## src/verilog/cpu_status_map.vh

```
// Register map and field constants for the core status registers
//
// Contract
// Flag ops block writes to zero and carry bits
// Carry and digit carry mean borrow in subtract
// Overflow set when signed result leaves range
// Two-operand ops use working register plus file/literal
// Single-operand ops use working register or file
// Arith flag register at 04h, fixed bit layout
// Subtract adds two's complement, carry from sum
// Rotate through carry loads carry from end bit
// Core control register at 06h, fixed bit layout
// Expiry, sleep, stack-room bits ignore writes
// Stack-room clears at Fh, wrap holds till reset
// Inhibit blocks all interrupts, else enabled only
// Expiry flag set at power-up/clear, cleared timeout
// Sleep flag set at power-up/clear, cleared halt
// Timer-0 control bit 7 selects interrupt edge
// Pointer mode fields pick post dec/inc/none
// Zero flag follows result equal zero
// Digit carry from bit 3 into bit 4
`ifndef CPU_STATUS_MAP_VH
`define CPU_STATUS_MAP_VH

// ------------------------------------------------------------
// Addresses
// ------------------------------------------------------------
`define ADDR_ARITH_FLAGS   8'h04
`define ADDR_TIMER0_CTRL   8'h05
`define ADDR_CORE_CTRL     8'h06

// ------------------------------------------------------------
// Field positions
// ------------------------------------------------------------
`define BIT_CARRY          0
`define BIT_DIGIT_CARRY    1
`define BIT_ZERO           2
`define BIT_OVERFLOW       3
`define BIT_PTR0_MODE_LO   4
`define BIT_PTR0_MODE_HI   5
`define BIT_PTR1_MODE_LO   6
`define BIT_PTR1_MODE_HI   7
`define BIT_SLEEP          2
`define BIT_WDT_EXPIRY     3
`define BIT_IRQ_INHIBIT    4
`define BIT_STACK_ROOM     5
`define BIT_EDGE_SELECT    7

// ------------------------------------------------------------
// Reset values and operation codes
// ------------------------------------------------------------
`define ARITH_RESET        8'h00
`define CORE_CTRL_RESET    8'h3c
`define TIMER0_RESET       8'h00
`define STACK_TOP          4'hf
`define PTR_MODE_DEC       2'h0
`define PTR_MODE_INC       2'h1

`define OP_NONE            4'h0
`define OP_ADD             4'h1
`define OP_SUB             4'h2
`define OP_AND             4'h3
`define OP_IOR             4'h4
`define OP_XOR             4'h5
`define OP_RLC             4'h6
`define OP_RRC             4'h7
`define OP_INC             4'h8
`define OP_DEC             4'h9
`define OP_CLR             4'ha
`define OP_MOVE            4'hb

`endif

```

## src/verilog/alu_flag_unit.v

```verilog
// Arithmetic unit that computes a result and its status flags
`timescale 1ns/1ps
`default_nettype none
`include "cpu_status_map.vh"
module alu_flag_unit #(
  parameter WIDTH = 8
) (
  // Operands and operation
  input  wire [3:0]       op_code,
  input  wire [WIDTH-1:0] operand_a,
  input  wire [WIDTH-1:0] operand_b,
  input  wire             carry_in,
  // Result and flags
  output reg  [WIDTH-1:0] result,
  output reg              carry_out,
  output reg              digit_carry_out,
  output reg              overflow_out,
  output wire             zero_out,
  output reg              arith_op,
  output reg              logic_op
);
  wire [WIDTH:0] b_use;
  wire [WIDTH:0] sum;
  wire [4:0]     nib;
  wire           subtract;

  // Subtract is add of the inverted operand plus one, so carry is
  // naturally a not-borrow; see see
  assign subtract = (op_code == `OP_SUB) || (op_code == `OP_DEC);
  assign b_use = subtract ? {1'b0, ~operand_b} : {1'b0, operand_b};
  assign sum   = {1'b0, operand_a} + b_use + {{WIDTH{1'b0}}, subtract};
  assign nib   = {1'b0, operand_a[3:0]} + {1'b0, b_use[3:0]}
               + {4'h0, subtract};
  assign zero_out = (result == {WIDTH{1'b0}});

  // Result and flag select
  always @* begin
    result = operand_a;
    carry_out = carry_in;
    digit_carry_out = 1'b0;
    overflow_out = 1'b0;
    arith_op = 1'b0;
    logic_op = 1'b1;
    case (op_code)
      `OP_ADD, `OP_SUB, `OP_INC, `OP_DEC: begin
        result = sum[WIDTH-1:0];
        carry_out = sum[WIDTH];
        digit_carry_out = nib[4];
        // Same-sign inputs giving other-sign sum      see
        overflow_out = (operand_a[WIDTH-1] == b_use[WIDTH-1]) &&
                       (sum[WIDTH-1] != operand_a[WIDTH-1]);
        arith_op = 1'b1;
      end
      `OP_AND: result = operand_a & operand_b;
      `OP_IOR: result = operand_a | operand_b;
      `OP_XOR: result = operand_a ^ operand_b;
      `OP_RLC: begin
        result = {operand_a[WIDTH-2:0], carry_in};
        carry_out = operand_a[WIDTH-1];
        logic_op = 1'b0;
      end
      `OP_RRC: begin
        result = {carry_in, operand_a[WIDTH-1:1]};
        carry_out = operand_a[0];
        logic_op = 1'b0;
      end
      `OP_CLR: result = {WIDTH{1'b0}};
      default: logic_op = 1'b0;
    endcase
  end
endmodule // alu_flag_unit
`default_nettype wire

```

## src/verilog/stack_room_tracker.v

```verilog
// Stack pointer and stack-room flag tracking
`timescale 1ns/1ps
`default_nettype none
`include "cpu_status_map.vh"
module stack_room_tracker (
  // Clock and reset
  input  wire       clk_sys,
  input  wire       reset_n,
  // Stack events
  input  wire       push_evt,
  input  wire       pop_evt,
  // State
  output reg  [3:0] stack_ptr_reg,
  output reg        stack_room_reg
);
  reg [3:0] stack_ptr_next;
  reg       wrapped_reg;
  reg       wrapped_next;

  // Pointer moves on a push or a pop alone; a push past the top latches until reset
  always @* begin
    stack_ptr_next = stack_ptr_reg;
    wrapped_next = wrapped_reg;
    if (push_evt && !pop_evt) begin
      stack_ptr_next = stack_ptr_reg + 4'h1;
      if (stack_ptr_reg == `STACK_TOP)
        wrapped_next = 1'b1;
    end else if (pop_evt && !push_evt) begin
      stack_ptr_next = stack_ptr_reg - 4'h1;
    end
  end

  // Registered flag; low at top of stack or after a wrap
  always @(posedge clk_sys or negedge reset_n) begin
    if (!reset_n) begin
      stack_ptr_reg  <= 4'h0;
      wrapped_reg    <= 1'b0;
      stack_room_reg <= 1'b1;
    end else begin
      stack_ptr_reg  <= stack_ptr_next;
      wrapped_reg    <= wrapped_next;
      stack_room_reg <= !(wrapped_next ||
                          stack_ptr_next == `STACK_TOP);
    end
  end
endmodule // stack_room_tracker
`default_nettype wire

```

## src/verilog/cpu_alu_status_registers.v

```verilog
// Core status registers: arithmetic flags, core control, timer-0 edge bit
`timescale 1ns/1ps
`default_nettype none
`include "cpu_status_map.vh"
module cpu_alu_status_registers #(
  parameter WIDTH = 8
) (
  // Clock and reset
  input  wire             clk_sys,
  input  wire             reset_n,
  // Instruction execution
  input  wire             exec_valid,
  input  wire [3:0]       op_code,
  input  wire             src_is_literal,
  input  wire             single_src_is_file,
  input  wire [WIDTH-1:0] working_register,
  input  wire [WIDTH-1:0] file_operand,
  input  wire [WIDTH-1:0] literal_operand,
  input  wire             flags_affected,
  input  wire             dest_write,
  input  wire [7:0]       dest_addr,
  input  wire [7:0]       read_addr,
  // Core events
  input  wire             watchdog_clear_op,
  input  wire             watchdog_timeout,
  input  wire             sleep_op,
  input  wire             push_evt,
  input  wire             pop_evt,
  input  wire             indirect0_access,
  input  wire             indirect1_access,
  input  wire [7:0]       irq_pending,
  input  wire [7:0]       irq_enable,
  // Results
  output reg  [WIDTH-1:0] alu_result_reg,
  output reg  [7:0]       read_data_reg,
  output reg  [7:0]       indirect_pointer_0,
  output reg  [7:0]       indirect_pointer_1,
  output reg              irq_request_reg,
  output reg              ext_irq_rising_reg,
  output reg              stack_room_out_reg
);
  // ------------------------------------------------------------
  // Operand routing
  // ------------------------------------------------------------
  reg  [7:0]       arith_flags_and_pointer_modes;
  reg  [7:0]       core_control_and_status;
  reg  [7:0]       timer0_control_reg;
  reg  [WIDTH-1:0] operand_a;
  reg  [WIDTH-1:0] operand_b;
  wire [WIDTH-1:0] alu_result;
  wire             alu_carry;
  wire             alu_half_carry;
  wire             alu_overflow;
  wire             alu_zero;
  wire             alu_arith;
  wire             alu_logic;
  wire [3:0]       stack_ptr;
  wire             stack_room;
  wire             single_op;

  // Single-operand ops take working reg or file; two-operand ops
  // always pair the working register with file or literal
  assign single_op = (op_code == `OP_RLC) || (op_code == `OP_RRC) ||
                     (op_code == `OP_INC) || (op_code == `OP_DEC) ||
                     (op_code == `OP_CLR) || (op_code == `OP_MOVE);
  always @* begin
    if (single_op) begin
      operand_a = single_src_is_file ? file_operand
                                     : working_register;
      operand_b = {{(WIDTH-1){1'b0}}, 1'b1};
      if (op_code == `OP_RLC || op_code == `OP_RRC ||
          op_code == `OP_CLR || op_code == `OP_MOVE)
        operand_b = {WIDTH{1'b0}};
    end else begin
      operand_a = working_register;
      operand_b = src_is_literal ? literal_operand : file_operand;
    end
  end

  alu_flag_unit #(
    .WIDTH(WIDTH)
  ) u_alu (
    .op_code        (op_code),
    .operand_a      (operand_a),
    .operand_b      (operand_b),
    .carry_in       (arith_flags_and_pointer_modes[`BIT_CARRY]),
    .result         (alu_result),
    .carry_out      (alu_carry),
    .digit_carry_out(alu_half_carry),
    .overflow_out   (alu_overflow),
    .zero_out       (alu_zero),
    .arith_op       (alu_arith),
    .logic_op       (alu_logic)
  );

  stack_room_tracker u_stack (
    .clk_sys       (clk_sys),
    .reset_n       (reset_n),
    .push_evt      (push_evt),
    .pop_evt       (pop_evt),
    .stack_ptr_reg (stack_ptr),
    .stack_room_reg(stack_room)
  );

  // ------------------------------------------------------------
  // Arithmetic flag register
  // ------------------------------------------------------------
  reg [7:0] arith_next;
  wire      wr_arith;
  wire      do_exec;
  wire      updates_zdc;

  assign do_exec  = exec_valid;
  assign wr_arith = do_exec && dest_write &&
                    (dest_addr == `ADDR_ARITH_FLAGS);
  assign updates_zdc = do_exec && flags_affected &&
                       (alu_arith || alu_logic ||
                        op_code == `OP_RLC || op_code == `OP_RRC);

  // Register write first, then flag logic overrides the zero and both
  // carry bits when the op touches them, so the written value loses
  always @* begin
    arith_next = arith_flags_and_pointer_modes;
    if (wr_arith)
      arith_next = alu_result[7:0];
    if (updates_zdc) begin
      if (wr_arith) begin
        arith_next[`BIT_ZERO] =
          arith_flags_and_pointer_modes[`BIT_ZERO];
        arith_next[`BIT_DIGIT_CARRY] =
          arith_flags_and_pointer_modes[`BIT_DIGIT_CARRY];
        arith_next[`BIT_CARRY] =
          arith_flags_and_pointer_modes[`BIT_CARRY];
      end
      if (alu_arith || alu_logic)
        arith_next[`BIT_ZERO] = alu_zero;
      if (alu_arith) begin
        arith_next[`BIT_DIGIT_CARRY] = alu_half_carry; // see
        arith_next[`BIT_OVERFLOW] = alu_overflow;
        arith_next[`BIT_CARRY] = alu_carry; // see
      end
      if (op_code == `OP_RLC || op_code == `OP_RRC)
        arith_next[`BIT_CARRY] = alu_carry;
    end
  end

  always @(posedge clk_sys or negedge reset_n) begin
    if (!reset_n)
      arith_flags_and_pointer_modes <= `ARITH_RESET;
    else
      arith_flags_and_pointer_modes <= arith_next;
  end

  // ------------------------------------------------------------
  // Core control register and timer-0 edge bit
  // ------------------------------------------------------------
  wire wr_core;
  wire wr_timer0;
  assign wr_core   = do_exec && dest_write && (dest_addr == `ADDR_CORE_CTRL);
  assign wr_timer0 = do_exec && dest_write && (dest_addr == `ADDR_TIMER0_CTRL);

  // Only the inhibit bit is writable; expiry, sleep and stack-room
  // follow device events. Clear op wins over a same-cycle timeout.
  always @(posedge clk_sys or negedge reset_n) begin
    if (!reset_n) begin
      core_control_and_status <= `CORE_CTRL_RESET;
      timer0_control_reg      <= `TIMER0_RESET;
    end else begin
      if (wr_core)
        core_control_and_status[`BIT_IRQ_INHIBIT] <=
          alu_result[`BIT_IRQ_INHIBIT]; // see
      if (watchdog_clear_op) begin
        core_control_and_status[`BIT_WDT_EXPIRY] <= 1'b1;
        core_control_and_status[`BIT_SLEEP] <= 1'b1;
      end else begin
        if (watchdog_timeout)
          core_control_and_status[`BIT_WDT_EXPIRY] <= 1'b0;
        if (sleep_op)
          core_control_and_status[`BIT_SLEEP] <= 1'b0;
      end
      core_control_and_status[`BIT_STACK_ROOM] <= stack_room;
      if (wr_timer0)
        timer0_control_reg[7:1] <= alu_result[7:1];
    end
  end

  // ------------------------------------------------------------
  // Pointer update, interrupt gate, read port
  // ------------------------------------------------------------
  wire [1:0] mode0;
  wire [1:0] mode1;
  assign mode0 = arith_flags_and_pointer_modes[`BIT_PTR0_MODE_HI:
                                               `BIT_PTR0_MODE_LO];
  assign mode1 = arith_flags_and_pointer_modes[`BIT_PTR1_MODE_HI:
                                               `BIT_PTR1_MODE_LO];

  // Modes 1x leave the pointer unchanged
  always @(posedge clk_sys or negedge reset_n) begin
    if (!reset_n) begin
      indirect_pointer_0 <= 8'h00;
      indirect_pointer_1 <= 8'h00;
    end else begin
      if (indirect0_access && mode0 == `PTR_MODE_DEC)
        indirect_pointer_0 <= indirect_pointer_0 - 8'h01;
      else if (indirect0_access && mode0 == `PTR_MODE_INC)
        indirect_pointer_0 <= indirect_pointer_0 + 8'h01;
      if (indirect1_access && mode1 == `PTR_MODE_DEC)
        indirect_pointer_1 <= indirect_pointer_1 - 8'h01;
      else if (indirect1_access && mode1 == `PTR_MODE_INC)
        indirect_pointer_1 <= indirect_pointer_1 + 8'h01;
    end
  end

  // Registered outputs; unmapped reads return zero
  always @(posedge clk_sys or negedge reset_n) begin
    if (!reset_n) begin
      alu_result_reg     <= {WIDTH{1'b0}};
      read_data_reg      <= 8'h00;
      irq_request_reg    <= 1'b0;
      ext_irq_rising_reg <= 1'b0;
      stack_room_out_reg <= 1'b1;
    end else begin
      if (do_exec)
        alu_result_reg <= alu_result;
      if (read_addr == `ADDR_ARITH_FLAGS)
        read_data_reg <= arith_flags_and_pointer_modes;
      else if (read_addr == `ADDR_TIMER0_CTRL)
        read_data_reg <= {timer0_control_reg[7:1], 1'b0};
      else if (read_addr == `ADDR_CORE_CTRL)
        read_data_reg <= {2'h0, core_control_and_status[5:2], 2'h0};
      else
        read_data_reg <= 8'h00;
      irq_request_reg <= !core_control_and_status[`BIT_IRQ_INHIBIT] &&
                         |(irq_pending & irq_enable);
      ext_irq_rising_reg <= timer0_control_reg[`BIT_EDGE_SELECT];
      stack_room_out_reg <= stack_room;
    end
  end
endmodule // cpu_alu_status_registers
`default_nettype wire

```

## config.mk

```make
export PLATFORM = sky130hd
export DESIGN_NAME = cpu_alu_status_registers
export DESIGN_NICKNAME = d
export VERILOG_FILES = /design/src/verilog/alu_flag_unit.v /design/src/verilog/stack_room_tracker.v /design/src/verilog/cpu_alu_status_registers.v
export VERILOG_INCLUDE_DIRS = /design/src /design/src/verilog
export SDC_FILE = /design/constraint.sdc
export NUM_CORES = 1
export LEC_CHECK = 0
export BUFFER_PORTS_ARGS = -buffer_cell sky130_fd_sc_hd__buf_2
export CAP_MARGIN = 40
export CORE_ASPECT_RATIO = 1.1
export CORE_UTILIZATION = 35
export CTS_CLUSTER_DIAMETER = 120
export CTS_CLUSTER_SIZE = 10
export DETAILED_ROUTE_END_ITERATION = 10
export HOLD_SLACK_MARGIN = 0.12
export SETUP_SLACK_MARGIN = 0.4
export SLEW_MARGIN = 20
export SYNTH_ARGS = -nofsm -noshare
export SYNTH_HDL_FRONTEND = slang
export SYNTH_HIERARCHICAL = 1
export SYNTH_SLANG_ARGS = --single-unit
```

## constraint.sdc

```tcl
create_clock -name clk_sys -period 2.4 [get_ports clk_sys]
set_clock_uncertainty 0.2 [all_clocks]
set_input_delay 0.24 -clock clk_sys [delete_from_list [all_inputs] [get_ports clk_sys]]
set_output_delay 0.24 -clock clk_sys [all_outputs]
set_load 0.05 [all_outputs]
```

==> out/metrics.yaml <==
timing:
  slew-limit-headroom_pct: 66.2
  fin_ws_ps: -1040
  worstMarginPinSlew_ps: 506
  grt_setup_unrepaired: "yes"
  setup_violations: 24
  fin_crit_ps: 3440
  finalHoldViolations: 0
  max_freq_ghz: 0.291
  post-route-period-util_pct: 143
  slew_viol_final: 0
drt:
  ant_nets: 0
  viasPerCell: 5.13
  post_drt_wl_per_cell_um: 15.4
  drcViolationCount: 0
  firstDrtPassIters: 4
  wl_um: 15000
  dr_total_vias: 5000
  drt_iter0_drc: 315
critical_path:
  critPathKind: "primary input to flop"
  crit_arrival_ps: 3470
  worst-path-max-fanout: 7
  startpoint_type: "primary input"
  critPathCaptureType: "flop"
  rrSetupSlack_ps: -10
  required_ps: 2440
power:
  pwr-share-seq_pct: 23.4
  internal_power_uw: 3750
  switching_share_pct: 42.3
  vdd.ir_drop.worst_v: 0.000413
  combPwrFrac_pct: 55.1
  clkPwrFrac_pct: 21.6
  p_switching_uw: 2750
  power_per_cell_area_mw_per_mm2: 831
  leakage_uw: 0.00371
yosys:
  synth_fp_nets: 645
  synth_cells: 527
  yosysTopAreaCell: "dfrtp_1"
  ys_seq_area_share_pct: 30.5
  synth_enable_flop_cells: 0
  syn-cell-area_mm2: 0.00486
  synth_seq_cells: 59
  synth.distinct_cells: 71
  async_flop_share_pct: 100
  synthFlopType: "dfrtp_1"
  yosysTopAreaCellShare_pct: 27.8
  synth_warnings: 6
  avgSynthCellArea_um2: 9.22
  synth.area.top_cells: "dfrtp_1, ha_1, mux2_2"
die:
  die_area_mm2: 0.0144
  core_area_mm2: 0.0134
  fp.dieH_um: 126
  rows: 44
  start_util_pct: 36.3
  die_w_um: 114
  io-pin-count: 109
final_layout:
  nFillCells: 1180
  final_util_pct: 58.5
  area_delta_synth_final_pct: 61.1
  mostFrequentLayoutCell: "buf_4"
  fin_nets: 903
  layout_common_cells: "buf_4, buf_2, dfrtp_1"
  diodes: 0
  final_cell_area_mm2: 0.00782
  drive_gt1_share_pct: 51.6
job:
  maxCapViolCount: 0
global_route:
  overflow: 0
  grt_util_all_layers_pct: 21.5
  met3_usage_pct: 2.47
  grt_pass1_wl_um: 24600
  grt_max_degree: 60
  grt-busiest-layer: "met2"
  grt.met2_usage_pct: 40.2
  antenna_found_initial: 0
  grt_pass1_vias: 5091
  grtUsageMet1_pct: 26.1
placed_design:
  place_hpwl_um: 11100
  port_buffers: 108
  dpl-instance-area_mm2: 0.00661
  gp_congestion: 0.886
  pre_cts_slack_ps: -1460
clocking:
  h-tree-depth: 3
  cts_buffer_depth: 2
  clock-sinks: 59
  cts_root_buffer: "clkbuf_16"
  clkSlewWorstSetupHoldPaths_ps: 60
  clk_latency_ps: 320
  cts_buffers: 9
  cts_tree: "done"
run_status:
  violations: "setup timing"
  run_status: "finished, violations left"
hold_path:
  hp-class: "primary input to flop"
==> critical path: stages <==
cell	delay (ps)
buf_8	100
nand3b_1	190
nand2_2	150
nand2_4	110
mux2_4	220
nand2_2	60
o31a_1	130
fa_2	350
nand2b_4	160
o2bb2ai_4	120
xor2_1	170
o2111ai_2	130
or3_1	390
or4_4	420
nor3_2	120
inv_1	60
o22a_1	200
o22ai_1	150
==> what timing repair did <==
| action | 4_1_cts | 5_1_grt |
|---|---|---|
| pin swaps | 35 | 22 |
| setup buffers | 24 | 8 |
| hold buffers | 18 | 0 |
| endpoints found under the setup margin | 33 | 35 |
| resized for setup | 63 | 36 |
| endpoints found under the hold margin | 74 | 0 |
==> power by group through the flow <==
stage / Combinational [uW] / Clock, uW / Sequential [uW]
floorplan: 1650 / 0 / 2120
global placement: 3060 / 0 / 1510
detailed placement: 3130 / 0 / 1530
CTS: 3410 / 1420 / 1520
global route: 3860 / 1480 / 1560
finish: 3580 / 1400 / 1520
==> cells in the mapped netlist, drive strengths merged, types with 4 or more instances <==
library cell	number
dfrtp	54
nor2	43
ha	41
nand2	38
inv	36
a21oi	34
mux2	32
o21ai	30
mux2i	16
xnor2	14
xor2	12
a22oi	11
buf	11
nor3	11
a211oi	9
clkbuf	9
nor2b	8
o21a	8
a21o	7
nand2b	7
o22ai	7
o31ai	7
and2	6
dfstp	5
nand3	5
nand3b	4
o21bai	4
o2bb2ai	4
==> metrics by stage <==
stage / instances / power, uW / hold WS [ps] / setup TNS [ps]
floorplan: 527 / 3760 / -256 / -7800
CTS: 966 / 6350 / 137 / -10720
detailed placement: 908 / 4660 / 55.6 / -20100
finish: 974 / 6500 / 144 / -11580
global placement: 908 / 4570 / 70.1 / -17360
global route: 974 / 6900 / 163 / -14110
==> cells by family (layout without fill, tap and decap cells) <==
| logic type | Yosys count | in the layout | synth area share, % |
|---|---|---|---|
| compound gates | 151 | 151 | 21.2 |
| flops | 59 | 59 | 30.5 |
| fa+ha+maj | 44 | 44 | 11.8 |
| mux | 50 | 50 | 11.6 |
| xor+xnor | 26 | 26 | 4.69 |
| simple gates | 141 | 141 | 15.3 |
| buf+inv | 56 | 319 | 4.84 |
==> per-layer routing <==
layer	vias to the layer above	wire length, um
met4	0	161
met5	-	0
li1	2437	-
met3	18	473
met1	2431	6350
met2	114	8060
==> path summary, 6_finish.rpt <==
check,start,end,depth (start not counted)
setup / recovery,op_code[3],arith_flags_and_pointer_modes[2],18
hold / removal,dest_addr[6],arith_flags_and_pointer_modes[0],5
setup reg to reg,arith_flags_and_pointer_modes[0],arith_flags_and_pointer_modes[2],9
hold reg to reg,u_stack/stack_room_reg,stack_room_out_reg,0
max in group asynchronous,reset_n,stack_room_out_reg,3
min in group asynchronous,reset_n,indirect_pointer_1[5],3
==> final cells by class <==
class | instances | area [um^2] | share of cell area, %
Multi-Input combinational cell | 412 | 3770 | 48.2
Inverter | 36 | 155 | 1.98
Clock inverter | 7 | 100 | 1.28
Tap cell | 184 | 230 | 2.94
Timing Repair Buffer | 267 | 1860 | 23.8
Clock buffer | 9 | 225 | 2.88
Sequential cell | 59 | 1490 | 19.0
(Power assumes the default switching activity.)
